[src/verilog/silog_pkg.sv]
// package: register map, field layout and timing constants of the status input logger
package silog_pkg;
    // clock and timing
    localparam int unsigned CLK_HZ = 100_000_000;
    localparam int unsigned TICK_PERIOD_NS = 1_000_000_000;
    localparam int unsigned CLK_PERIOD_NS = 10;
    localparam int unsigned TICK_CYCLES = TICK_PERIOD_NS / CLK_PERIOD_NS;
    localparam int unsigned SAMPLE_DIV = 100;
    localparam logic [15:0] FRAC_FULL = 16'h2710;

    // register byte offsets
    localparam logic [7:0] ADDR_CTRL = 8'h00;
    localparam logic [7:0] ADDR_PERIOD = 8'h04;
    localparam logic [7:0] ADDR_THRESH = 8'h08;
    localparam logic [7:0] ADDR_STATUS = 8'h0C;
    localparam logic [7:0] ADDR_DATA = 8'h10;
    localparam logic [7:0] ADDR_ACCUM = 8'h14;

    // control fields
    localparam int CTRL_EN = 0;
    localparam int CTRL_INV = 1;
    localparam int CTRL_MODE_LO = 2;
    localparam int CTRL_MODE_HI = 3;
    localparam int CTRL_TRIG_LO = 4;
    localparam int CTRL_TRIG_HI = 5;
    localparam int CTRL_PIN = 6;
    localparam logic [31:0] CTRL_RESET = 32'h0000_0000;
    localparam logic [31:0] PERIOD_RESET = 32'h0000_012C;
    localparam logic [31:0] THRESH_RESET = 32'h0000_0000;

    // status fields
    localparam int ST_RAW = 0;
    localparam int ST_TRIG = 1;
    localparam int ST_PIN0 = 2;
    localparam int ST_PIN1 = 3;
    localparam int ST_VALID = 4;

    typedef enum logic [1:0] {
        SILOG_MODE_LEVEL = 2'h0,
        SILOG_MODE_TIMEON = 2'h1,
        SILOG_MODE_FRAC = 2'h2
    } silog_mode_t;

    typedef enum logic [1:0] {
        SILOG_TRIG_RISE = 2'h0,
        SILOG_TRIG_ABOVE = 2'h1,
        SILOG_TRIG_BELOW = 2'h2,
        SILOG_TRIG_OFF = 2'h3
    } silog_trig_t;

    typedef struct packed {
        logic psel;
        logic penable;
        logic pwrite;
        logic [7:0] paddr;
        logic [31:0] pwdata;
    } silog_apb_req_t;

    typedef struct packed {
        logic [31:0] prdata;
        logic pready;
        logic pslverr;
    } silog_apb_rsp_t;
endpackage

[src/verilog/silog_top.sv]
// status input logger: switch sampling, datapoint generation, triggers, apb registers
// Summary of operation
// RULE_01: level mode logs one bit per period, sampled level, 1 for closed.
// RULE_02: inverted channel processes input identically but complements each logged datapoint.
// RULE_03: hardware test readout shows raw synchronised level, ignoring inversion and mode.
// RULE_04: time-on mode counts whole seconds closed since last datapoint and logs it.
// RULE_05: seconds counter clears right after each datapoint is produced.
// RULE_06: inverted channel in time-on mode counts seconds open instead.
// RULE_07: time-on datapoint never exceeds the period length in seconds.
// RULE_08: proportion mode logs fraction of period in chosen state, scaled 0 to 10000.
// RULE_09: closed-fraction: 0 means always open, 10000 always closed; open-fraction reversed.
// RULE_10: triggers compare the logged datapoint after inversion, never the raw level.
// RULE_11: level trigger asserts at first boundary where logged value goes 0 to 1.
// RULE_12: level alarm deasserts at the boundary where logged value returns to 0.
// RULE_13: software keeps thresholds inside each stream's reachable range.
// RULE_14: status use claims exactly one pin of the two-pin pulse pair.
// RULE_15: input is sampled far faster than the log period to measure durations.
// RULE_16: one-second tick and log-boundary strobe derive from the system clock.
// RULE_17: switch input passes synchronising flip-flops before any sampling or counting.
`timescale 1ns/1ns
module silog_top
    import silog_pkg::*;
#(
    parameter int unsigned TICK_CYC = TICK_CYCLES
) (
    // clock and reset
    input wire logic mclk,
    input wire logic rstn,
    // apb slave
    input wire logic psel,
    input wire logic penable,
    input wire logic pwrite,
    input wire logic [7:0] paddr,
    input wire logic [31:0] pwdata,
    output logic [31:0] prdata,
    output logic pready,
    output logic pslverr,
    // pulse pin pair
    input wire logic [1:0] pulse_pin,
    // results
    output logic [15:0] datapoint,
    output logic datapoint_valid,
    output logic trigger_active,
    output logic [1:0] pin_claim
);
    typedef struct packed {
        logic [2:0] sync;
        logic level;
        logic [31:0] ctrl;
        logic [31:0] period;
        logic [15:0] thresh;
        logic [26:0] tick_cnt;
        logic [6:0] samp_cnt;
        logic [31:0] sec_cnt;
        logic [15:0] on_secs;
        logic [31:0] on_samp;
        logic [31:0] tot_samp;
        logic [15:0] data;
        logic dvalid;
        logic prev_bit;
        logic trig;
        logic [31:0] rdata;
        logic [15:0] frac;
        logic fbusy;
        logic [4:0] fstep;
        logic [47:0] frem;
        logic [31:0] fden;
    } silog_state_t;

    silog_state_t s_r;
    silog_state_t s_nxt;

    silog_apb_req_t req;
    assign req = '{psel: psel, penable: penable, pwrite: pwrite, paddr: paddr, pwdata: pwdata};

    logic tick;
    logic samp_en;
    logic boundary;
    logic chosen;
    logic wr_en;
    logic rd_en;
    logic addr_ok;
    logic [15:0] logged;
    logic [15:0] secs_cap;
    logic [16:0] secs_sum;
    silog_mode_t mode;
    silog_trig_t trig_kind;

    assign mode = silog_mode_t'(s_r.ctrl[CTRL_MODE_HI:CTRL_MODE_LO]);
    assign trig_kind = silog_trig_t'(s_r.ctrl[CTRL_TRIG_HI:CTRL_TRIG_LO]);
    assign tick = s_r.ctrl[CTRL_EN] && (s_r.tick_cnt == 27'(TICK_CYC - 1)); // RULE_16
    assign samp_en = s_r.ctrl[CTRL_EN] && (s_r.samp_cnt == 7'(SAMPLE_DIV - 1)); // RULE_15
    assign boundary = tick && (s_r.sec_cnt + 32'h1 >= s_r.period); // RULE_16
    // time-based modes count the chosen state; inversion flips what counts as chosen
    assign chosen = s_r.level ^ s_r.ctrl[CTRL_INV]; // RULE_06 RULE_09
    assign addr_ok = (req.paddr <= ADDR_ACCUM) && (req.paddr[1:0] == 2'h0);
    assign wr_en = req.psel && req.penable && req.pwrite && addr_ok;
    assign rd_en = req.psel && !req.penable && !req.pwrite;
    // the boundary tick's own second belongs to the period that it closes
    assign secs_sum = {1'b0, s_r.on_secs} + {16'h0, tick && chosen}; // RULE_04 RULE_06
    // hold seconds at the period length even if period shrank mid-period
    assign secs_cap = ({15'h0, secs_sum} > s_r.period) ? s_r.period[15:0]
        : (secs_sum[16] ? 16'hFFFF : secs_sum[15:0]); // RULE_07

    always_comb begin
        logged = 16'h0;
        unique case (mode)
            SILOG_MODE_LEVEL: logged = {15'h0, chosen}; // RULE_01 RULE_02
            SILOG_MODE_TIMEON: logged = secs_cap; // RULE_04 RULE_06
            default: logged = 16'h0;
        endcase
    end

    always_comb begin
        s_nxt = s_r;
        s_nxt.dvalid = 1'b0;
        // three-stage synchroniser; level changes once stages two and three agree
        s_nxt.sync = {s_r.sync[1:0], pulse_pin[s_r.ctrl[CTRL_PIN]]}; // RULE_17 RULE_14
        if (s_r.sync[2] == s_r.sync[1]) begin
            s_nxt.level = s_r.sync[2]; // RULE_17
        end
        s_nxt.tick_cnt = tick || !s_r.ctrl[CTRL_EN] ? 27'h0 : s_r.tick_cnt + 27'h1;
        s_nxt.samp_cnt = samp_en || !s_r.ctrl[CTRL_EN] ? 7'h0 : s_r.samp_cnt + 7'h1;
        if (samp_en) begin
            s_nxt.tot_samp = s_r.tot_samp + 32'h1; // RULE_15
            s_nxt.on_samp = s_r.on_samp + {31'h0, chosen}; // RULE_08
        end
        if (tick) begin
            s_nxt.sec_cnt = s_r.sec_cnt + 32'h1;
            if (chosen && s_r.on_secs != 16'hFFFF) begin
                s_nxt.on_secs = s_r.on_secs + 16'h1; // RULE_04
            end
        end
        if (boundary) begin
            s_nxt.sec_cnt = 32'h0;
            s_nxt.on_secs = 16'h0; // RULE_05
            s_nxt.on_samp = 32'h0;
            s_nxt.tot_samp = 32'h0;
            s_nxt.prev_bit = logged[0];
            if (mode == SILOG_MODE_FRAC) begin
                // sequential divide keeps the datapath small; result lands 18 cycles later
                s_nxt.fbusy = 1'b1;
                s_nxt.fstep = 5'h0;
                s_nxt.frem = 48'(s_r.on_samp + {31'h0, samp_en && chosen}) * 48'(FRAC_FULL);
                s_nxt.fden = s_r.tot_samp + {31'h0, samp_en};
                s_nxt.frac = 16'h0;
            end else begin
                s_nxt.data = logged;
                s_nxt.dvalid = 1'b1;
                unique case (trig_kind)
                    // level stream: set on logged rise, clear when logged value returns to 0
                    SILOG_TRIG_RISE: s_nxt.trig = logged[0] && (!s_r.prev_bit || s_r.trig); // RULE_11 RULE_12 RULE_10
                    SILOG_TRIG_ABOVE: s_nxt.trig = logged > s_r.thresh; // RULE_10 RULE_13
                    SILOG_TRIG_BELOW: s_nxt.trig = logged < s_r.thresh; // RULE_10
                    SILOG_TRIG_OFF: s_nxt.trig = 1'b0;
                endcase
            end
        end
        if (s_r.fbusy) begin
            // restoring division of frem by fden, sixteen quotient bits
            if (s_r.fstep == 5'h10) begin
                s_nxt.fbusy = 1'b0;
                s_nxt.data = (s_r.frac > FRAC_FULL) ? FRAC_FULL : s_r.frac; // RULE_08 RULE_09
                s_nxt.dvalid = 1'b1;
                unique case (trig_kind)
                    SILOG_TRIG_ABOVE: s_nxt.trig = s_r.frac > s_r.thresh; // RULE_10
                    SILOG_TRIG_BELOW: s_nxt.trig = s_r.frac < s_r.thresh; // RULE_10
                    default: s_nxt.trig = 1'b0;
                endcase
            end else begin
                s_nxt.fstep = s_r.fstep + 5'h1;
                if (s_r.fden == 32'h0) begin
                    s_nxt.frac = 16'h0;
                end else if (s_r.frem >= (48'(s_r.fden) << (5'hF - s_r.fstep))) begin
                    s_nxt.frem = s_r.frem - (48'(s_r.fden) << (5'hF - s_r.fstep));
                    s_nxt.frac = s_r.frac | (16'h8000 >> s_r.fstep[3:0]);
                end
            end
        end
        if (wr_en) begin
            unique case (req.paddr)
                ADDR_CTRL: s_nxt.ctrl = {25'h0, req.pwdata[6:0]};
                ADDR_PERIOD: s_nxt.period = (req.pwdata == 32'h0) ? 32'h1 : req.pwdata;
                ADDR_THRESH: s_nxt.thresh = req.pwdata[15:0];
                default: s_nxt.ctrl = s_nxt.ctrl;
            endcase
        end
        if (rd_en) begin
            unique case (req.paddr)
                ADDR_CTRL: s_nxt.rdata = s_r.ctrl;
                ADDR_PERIOD: s_nxt.rdata = s_r.period;
                ADDR_THRESH: s_nxt.rdata = {16'h0, s_r.thresh};
                ADDR_STATUS: s_nxt.rdata = {27'h0, s_r.fbusy, pin_claim, s_r.trig, s_r.level}; // RULE_03
                ADDR_DATA: s_nxt.rdata = {16'h0, s_r.data};
                ADDR_ACCUM: s_nxt.rdata = {16'h0, s_r.on_secs};
                default: s_nxt.rdata = 32'h0;
            endcase
        end
        if (!s_r.ctrl[CTRL_EN]) begin
            s_nxt.sec_cnt = 32'h0;
            s_nxt.on_secs = 16'h0;
            s_nxt.on_samp = 32'h0;
            s_nxt.tot_samp = 32'h0;
        end
    end

    always_ff @(posedge mclk) begin
        if (!rstn) begin
            s_r <= '0;
            s_r.ctrl <= CTRL_RESET;
            s_r.period <= PERIOD_RESET;
            s_r.thresh <= THRESH_RESET[15:0];
        end else begin
            s_r <= s_nxt;
        end
    end

    assign prdata = s_r.rdata;
    assign pready = 1'b1;
    assign pslverr = req.psel && req.penable && !addr_ok;
    assign datapoint = s_r.data;
    assign datapoint_valid = s_r.dvalid;
    assign trigger_active = s_r.trig;
    // only the selected pin of the pair is claimed while enabled
    assign pin_claim = s_r.ctrl[CTRL_EN] ? (s_r.ctrl[CTRL_PIN] ? 2'h2 : 2'h1) : 2'h0; // RULE_14

    // level-mode datapoint is the inverted-or-not synchronised level
    property p_level_dp;
        @(posedge mclk) disable iff (!rstn)
        (boundary && mode == SILOG_MODE_LEVEL) |=> datapoint_valid
            && datapoint == {15'h0, $past(s_r.level) ^ $past(s_r.ctrl[CTRL_INV])};
    endproperty
    a_level_dp: assert property (p_level_dp) else $error("level datapoint wrong"); // RULE_01

    property p_inv_dp;
        @(posedge mclk) disable iff (!rstn)
        (boundary && mode == SILOG_MODE_LEVEL && s_r.ctrl[CTRL_INV]) |=> datapoint[0] != $past(s_r.level);
    endproperty
    a_inv_dp: assert property (p_inv_dp) else $error("inversion not applied"); // RULE_02

    property p_raw;
        @(posedge mclk) disable iff (!rstn)
        (rd_en && paddr == ADDR_STATUS) |=> prdata[ST_RAW] == $past(s_r.level);
    endproperty
    a_raw: assert property (p_raw) else $error("raw readout not raw level"); // RULE_03

    property p_clear;
        @(posedge mclk) disable iff (!rstn)
        boundary |=> s_r.on_secs == 16'h0 && s_r.sec_cnt == 32'h0;
    endproperty
    a_clear: assert property (p_clear) else $error("counter not cleared"); // RULE_05

    property p_count;
        @(posedge mclk) disable iff (!rstn)
        (tick && !boundary && chosen && s_r.on_secs < 16'hFFFF) |=> s_r.on_secs == $past(s_r.on_secs) + 16'h1;
    endproperty
    a_count: assert property (p_count) else $error("second not counted"); // RULE_04

    property p_cap;
        @(posedge mclk) disable iff (!rstn)
        (boundary && mode == SILOG_MODE_TIMEON) |=> datapoint <= $past(s_r.period[15:0]);
    endproperty
    a_cap: assert property (p_cap) else $error("time-on above period"); // RULE_07

    property p_frac;
        @(posedge mclk) disable iff (!rstn)
        (boundary && mode == SILOG_MODE_FRAC) |-> ##[1:20] (datapoint_valid && datapoint <= FRAC_FULL);
    endproperty
    a_frac: assert property (p_frac) else $error("fraction missing or out of range"); // RULE_08

    property p_rise;
        @(posedge mclk) disable iff (!rstn)
        (boundary && mode == SILOG_MODE_LEVEL && trig_kind == SILOG_TRIG_RISE
            && logged[0] && !s_r.prev_bit) |=> trigger_active;
    endproperty
    a_rise: assert property (p_rise) else $error("rise trigger missed"); // RULE_11

    property p_fall;
        @(posedge mclk) disable iff (!rstn)
        (boundary && mode == SILOG_MODE_LEVEL && trig_kind == SILOG_TRIG_RISE && !logged[0])
            |=> !trigger_active;
    endproperty
    a_fall: assert property (p_fall) else $error("alarm not cleared"); // RULE_12

    property p_claim;
        @(posedge mclk) disable iff (!rstn)
        s_r.ctrl[CTRL_EN] |-> $onehot(pin_claim);
    endproperty
    a_claim: assert property (p_claim) else $error("pin claim not one pin"); // RULE_14

    // the level follows the synchroniser only once its last two stages agree
    property p_sync;
        @(posedge mclk) disable iff (!rstn)
        !$stable(s_r.level) |-> $past(s_r.sync[2]) == $past(s_r.sync[1])
            && s_r.level == $past(s_r.sync[2]);
    endproperty
    a_sync: assert property (p_sync) else $error("level moved before sync settled"); // RULE_17

    // triggers move only together with a fresh datapoint
    property p_trig_dp;
        @(posedge mclk) disable iff (!rstn)
        !$stable(trigger_active) |-> datapoint_valid;
    endproperty
    a_trig_dp: assert property (p_trig_dp) else $error("trigger moved off a datapoint"); // RULE_10

    property p_idle;
        @(posedge mclk) disable iff (!rstn)
        (!s_r.ctrl[CTRL_EN] && !s_r.fbusy) |=> !datapoint_valid;
    endproperty
    a_idle: assert property (p_idle) else $error("datapoint while disabled"); // RULE_16

    property p_frac_lat;
        @(posedge mclk) disable iff (!rstn)
        (boundary && mode == SILOG_MODE_FRAC) |-> ##18 datapoint_valid;
    endproperty
    a_frac_lat: assert property (p_frac_lat) else $error("fraction latency wrong"); // RULE_08

    // a period spent wholly in the chosen state must give the full scale
    property p_frac_full;
        @(posedge mclk) disable iff (!rstn)
        (boundary && mode == SILOG_MODE_FRAC && s_r.tot_samp != 32'h0
            && s_r.on_samp == s_r.tot_samp && (chosen || !samp_en)) |-> ##18 datapoint == FRAC_FULL;
    endproperty
    a_frac_full: assert property (p_frac_full) else $error("full fraction wrong"); // RULE_09

    property p_frac_zero;
        @(posedge mclk) disable iff (!rstn)
        (boundary && mode == SILOG_MODE_FRAC && s_r.on_samp == 32'h0 && !(samp_en && chosen))
            |-> ##18 datapoint == 16'h0;
    endproperty
    a_frac_zero: assert property (p_frac_zero) else $error("empty fraction not zero"); // RULE_09

    property p_inv_count;
        @(posedge mclk) disable iff (!rstn)
        (tick && !boundary && s_r.ctrl[CTRL_INV] && !s_r.level && s_r.on_secs < 16'hFFFF)
            |=> s_r.on_secs == $past(s_r.on_secs) + 16'h1;
    endproperty
    a_inv_count: assert property (p_inv_count) else $error("open second not counted"); // RULE_06

    property p_hold;
        @(posedge mclk) disable iff (!rstn)
        (tick && !boundary && !chosen) |=> s_r.on_secs == $past(s_r.on_secs);
    endproperty
    a_hold: assert property (p_hold) else $error("second counted in wrong state"); // RULE_04
endmodule

[config.mk]
export PLATFORM = sky130hd
export DESIGN_NAME = silog_top
export DESIGN_NICKNAME = d
export VERILOG_FILES = /design/src/verilog/silog_pkg.sv /design/src/verilog/silog_top.sv
export SDC_FILE = /design/constraint.sdc
export NUM_CORES = 2
export LEC_CHECK = 0
export BUFFER_PORTS_ARGS = -buffer_cell sky130_fd_sc_hd__buf_2
export CELL_PAD_IN_SITES_DETAIL_PLACEMENT = 1
export CELL_PAD_IN_SITES_GLOBAL_PLACEMENT = 1
export CORE_MARGIN = 3
export CORE_UTILIZATION = 40
export CTS_CLUSTER_DIAMETER = 60
export CTS_CLUSTER_SIZE = 24
export DETAILED_ROUTE_END_ITERATION = 6
export PLACE_DENSITY = 0.76
export SYNTH_ARGS = -nofsm -noshare
export SYNTH_HDL_FRONTEND = slang
export SYNTH_SLANG_ARGS = --single-unit
[constraint.sdc]
create_clock -name mclk -period 8.3 [get_ports mclk]
set_clock_uncertainty 0.15 [all_clocks]
set_input_delay 1.245 -clock mclk [delete_from_list [all_inputs] [get_ports mclk]]
set_output_delay 1.245 -clock mclk [all_outputs]
set_load 0.02 [all_outputs]
==> impl_metrics.tcl <==
set metrics [dict create \
    status "finished clean" \
    tns_ps 0 \
    via_per_inst 5.62 \
    first_pass_iters 5 \
    grt_max_degree 84 \
    grt.total_usage_pct 23.1 \
    power_density_nw_per_um2 117 \
    crit_path_max_incr_delay_ps 540 \
    cpMaxStageDelayCell "fa_1" \
    dieWidth_um 279 \
    grt_overflow 0 \
    nNetsFinal 4119 \
    hold_path_class "register to register" \
    drv_cap 0 \
    coreArea_um2 73300 \
    cpMostUsedCell "inv_1" \
    end_kind "register" \
    p_total_uw 3740 \
    vias 26400 \
    postRouteAntennaNets 0 \
    drive_gt1_share_pct 8.82 \
    syn_inst 3772 \
    synthFlopType "dfxtp_1" \
    clkTransAtPathRegs_ps 80 \
    slew_headroom_pct 24.4 \
    drc 0 \
    cts_root_buf "clkbuf_16" \
    ir_drop_uv 137 \
    fmax_ghz 0.129 \
    worstPathArrival_ps 8060 \
    ios 101 \
    ys_seq_area_share_pct 24.1 \
    cts_buffers 39 \
    yosysWarnings 0 \
    htree_levels 2 \
    synth_area_um2 29700 \
    ys_ff_latch 358 \
    cts_buffer_depth 3 \
    placed_cells 4628 \
    critPathRequiredTime_ps 8610 \
    async_reset_ff_share_pct 0 \
    numPortBuffers 99 \
    path_delay_family "adder cells" \
    reg2reg_from "s_r[265]" \
    grt_pass1_vias 26700 \
    path_class "register to register" \
    die_y_um 279 \
    cts_tree "done" \
    layout_min_cycle_time_ps 7750 \
    critPathMaxFanout 7 \
    grt_pass1_wl_um 146000 \
    area_growth_pct 8.01 \
    grt_antenna_before_repair 1 \
    worstMarginPinSlew_ps 1130 \
    finalSetupViolCount 0 \
    cp_num_buf_inv 7 \
    rows 99 \
    synth.avg_cell_area_um2 7.88 \
    dieArea_um2 77600 \
    place.gp.congestion 0.914 \
    initial_core_util_pct 40.5 \
    drt_wl_total_um 91300 \
    synth_edf_count 0 \
    syn-num-nets 4178 \
    cts.sinks 358 \
    wl_per_cell_um 19.4 \
    start_kind "register" \
    p_leak_uw 0.0133 \
    hold_viol 0 \
    finalNonFillerCells 4703 \
    final_cell_mix "401 x nor2_1, 386 x inv_1, 384 x nand2_1" \
    place_hpwl_um 71200 \
    period_share_pct 93.4 \
    clkLatencyLatePin_ps 600 \
    hold_start "s_nxt[381]" \
    drv_slew 0 \
    fillers 9021 \
    final_common_cell "nor2_1" \
    utilization_pct 43.8 \
    drtIter0Drc 1822 \
    crit_start "s_r[265]" \
    synth_cell_type_count 104 \
]
==> registers in the layout, indices dropped and copies added (netlist names) <==
| register | cells |
|---|---|
| mode | 2 |
| datapoint | 16 |
| prdata | 32 |
| s_r | 304 |
| datapoint_valid | 1 |
| s_nxt | 2 |
| trigger_active | 1 |
==> area by class of cell <==
class | instances | area (um2) | area share (%)
inverters | 388 | 1460 | 4.55
clock inverters | 29 | 435 | 1.36
clock buffers | 42 | 997 | 3.11
multi-input cells | 2794 | 20100 | 62.6
repair buffers | 132 | 743 | 2.32
flip-flops and latches | 358 | 7170 | 22.4
well taps | 959 | 1200 | 3.74
diodes | 1 | 2.50 | 0.00780
==> cell usage after synthesis (87+ instances only) <==
master      n  area, um2
inv_1     387       1450
ha_1      272       3400
fa_1       87       1740
xor2_1    156       1370
nand2_1   384       1440
nor2_1    404       1520
o21ai_0   156        781
nand3_1   129        646
dfxtp_1   358       7170
clkbuf_1  123        462
xnor2_1   146       1280
a21oi_1   251       1260
==> cell families after synthesis <==
| family | synth area share, % |
|---|---|
| flip-flops | 24.1 |
| AO/OA/AOI/OAI | 16.6 |
| multiplexers | 4.13 |
| AND/OR/NAND/NOR | 20.1 |
| adder cells (fa/ha/maj) | 17.3 |
| other | 0.0126 |
| XOR/XNOR | 8.90 |
| buffers and inverters | 8.81 |
==> stage by stage <==
stage,setup WS [ps],area [um2],hold WS (ps)
floorplan,870,29700,262
finish,550,32100,294
detailed placement,169,30500,280
global route,-51.5,32100,318
CTS,127,32000,292
global placement,476,30500,275
==> final timing paths <==
| kind | end | slack (ps) | cells after the start |
|---|---|---|---|
| setup / recovery | s_r[78] | 550 | 34 |
| hold / removal | s_nxt[382] | 290 | 1 |
| setup reg to reg | s_r[78] | 550 | 34 |
| hold reg to reg | s_nxt[382] | 290 | 1 |
==> power breakdown <==
part / internal, uW / switching (uW)
Combinational: 15.4 / 46.1
Sequential: 1720 / 0.791
Clock: 1110 / 857
Total: 2840 / 904
==> routing by layer <==
| metal | routed length [um] | vias up | GRT usage [%] | share of wire, % |
|---|---|---|---|---|
| met5 | 0 | - | 0 | 0 |
| met2 | 41700 | 591 | 37.9 | 46 |
| met4 | 2760 | 0 | 7.15 | 3.0 |
| met3 | 3940 | 146 | 2.73 | 4.3 |
| li1 | - | 12800 | - | - |
| met1 | 42800 | 12900 | 31.7 | 47 |
==> what timing repair did <==
| item | CTS | global route |
|---|---|---|
| hold buffers | 0 | 0 |
| resized for setup | 0 | 21 |
| setup buffers | 0 | 3 |
| setup endpoints to repair | 0 | 14 |
| endpoints found under the hold margin | 0 | 0 |
Power figures use the tool's default switching activity.
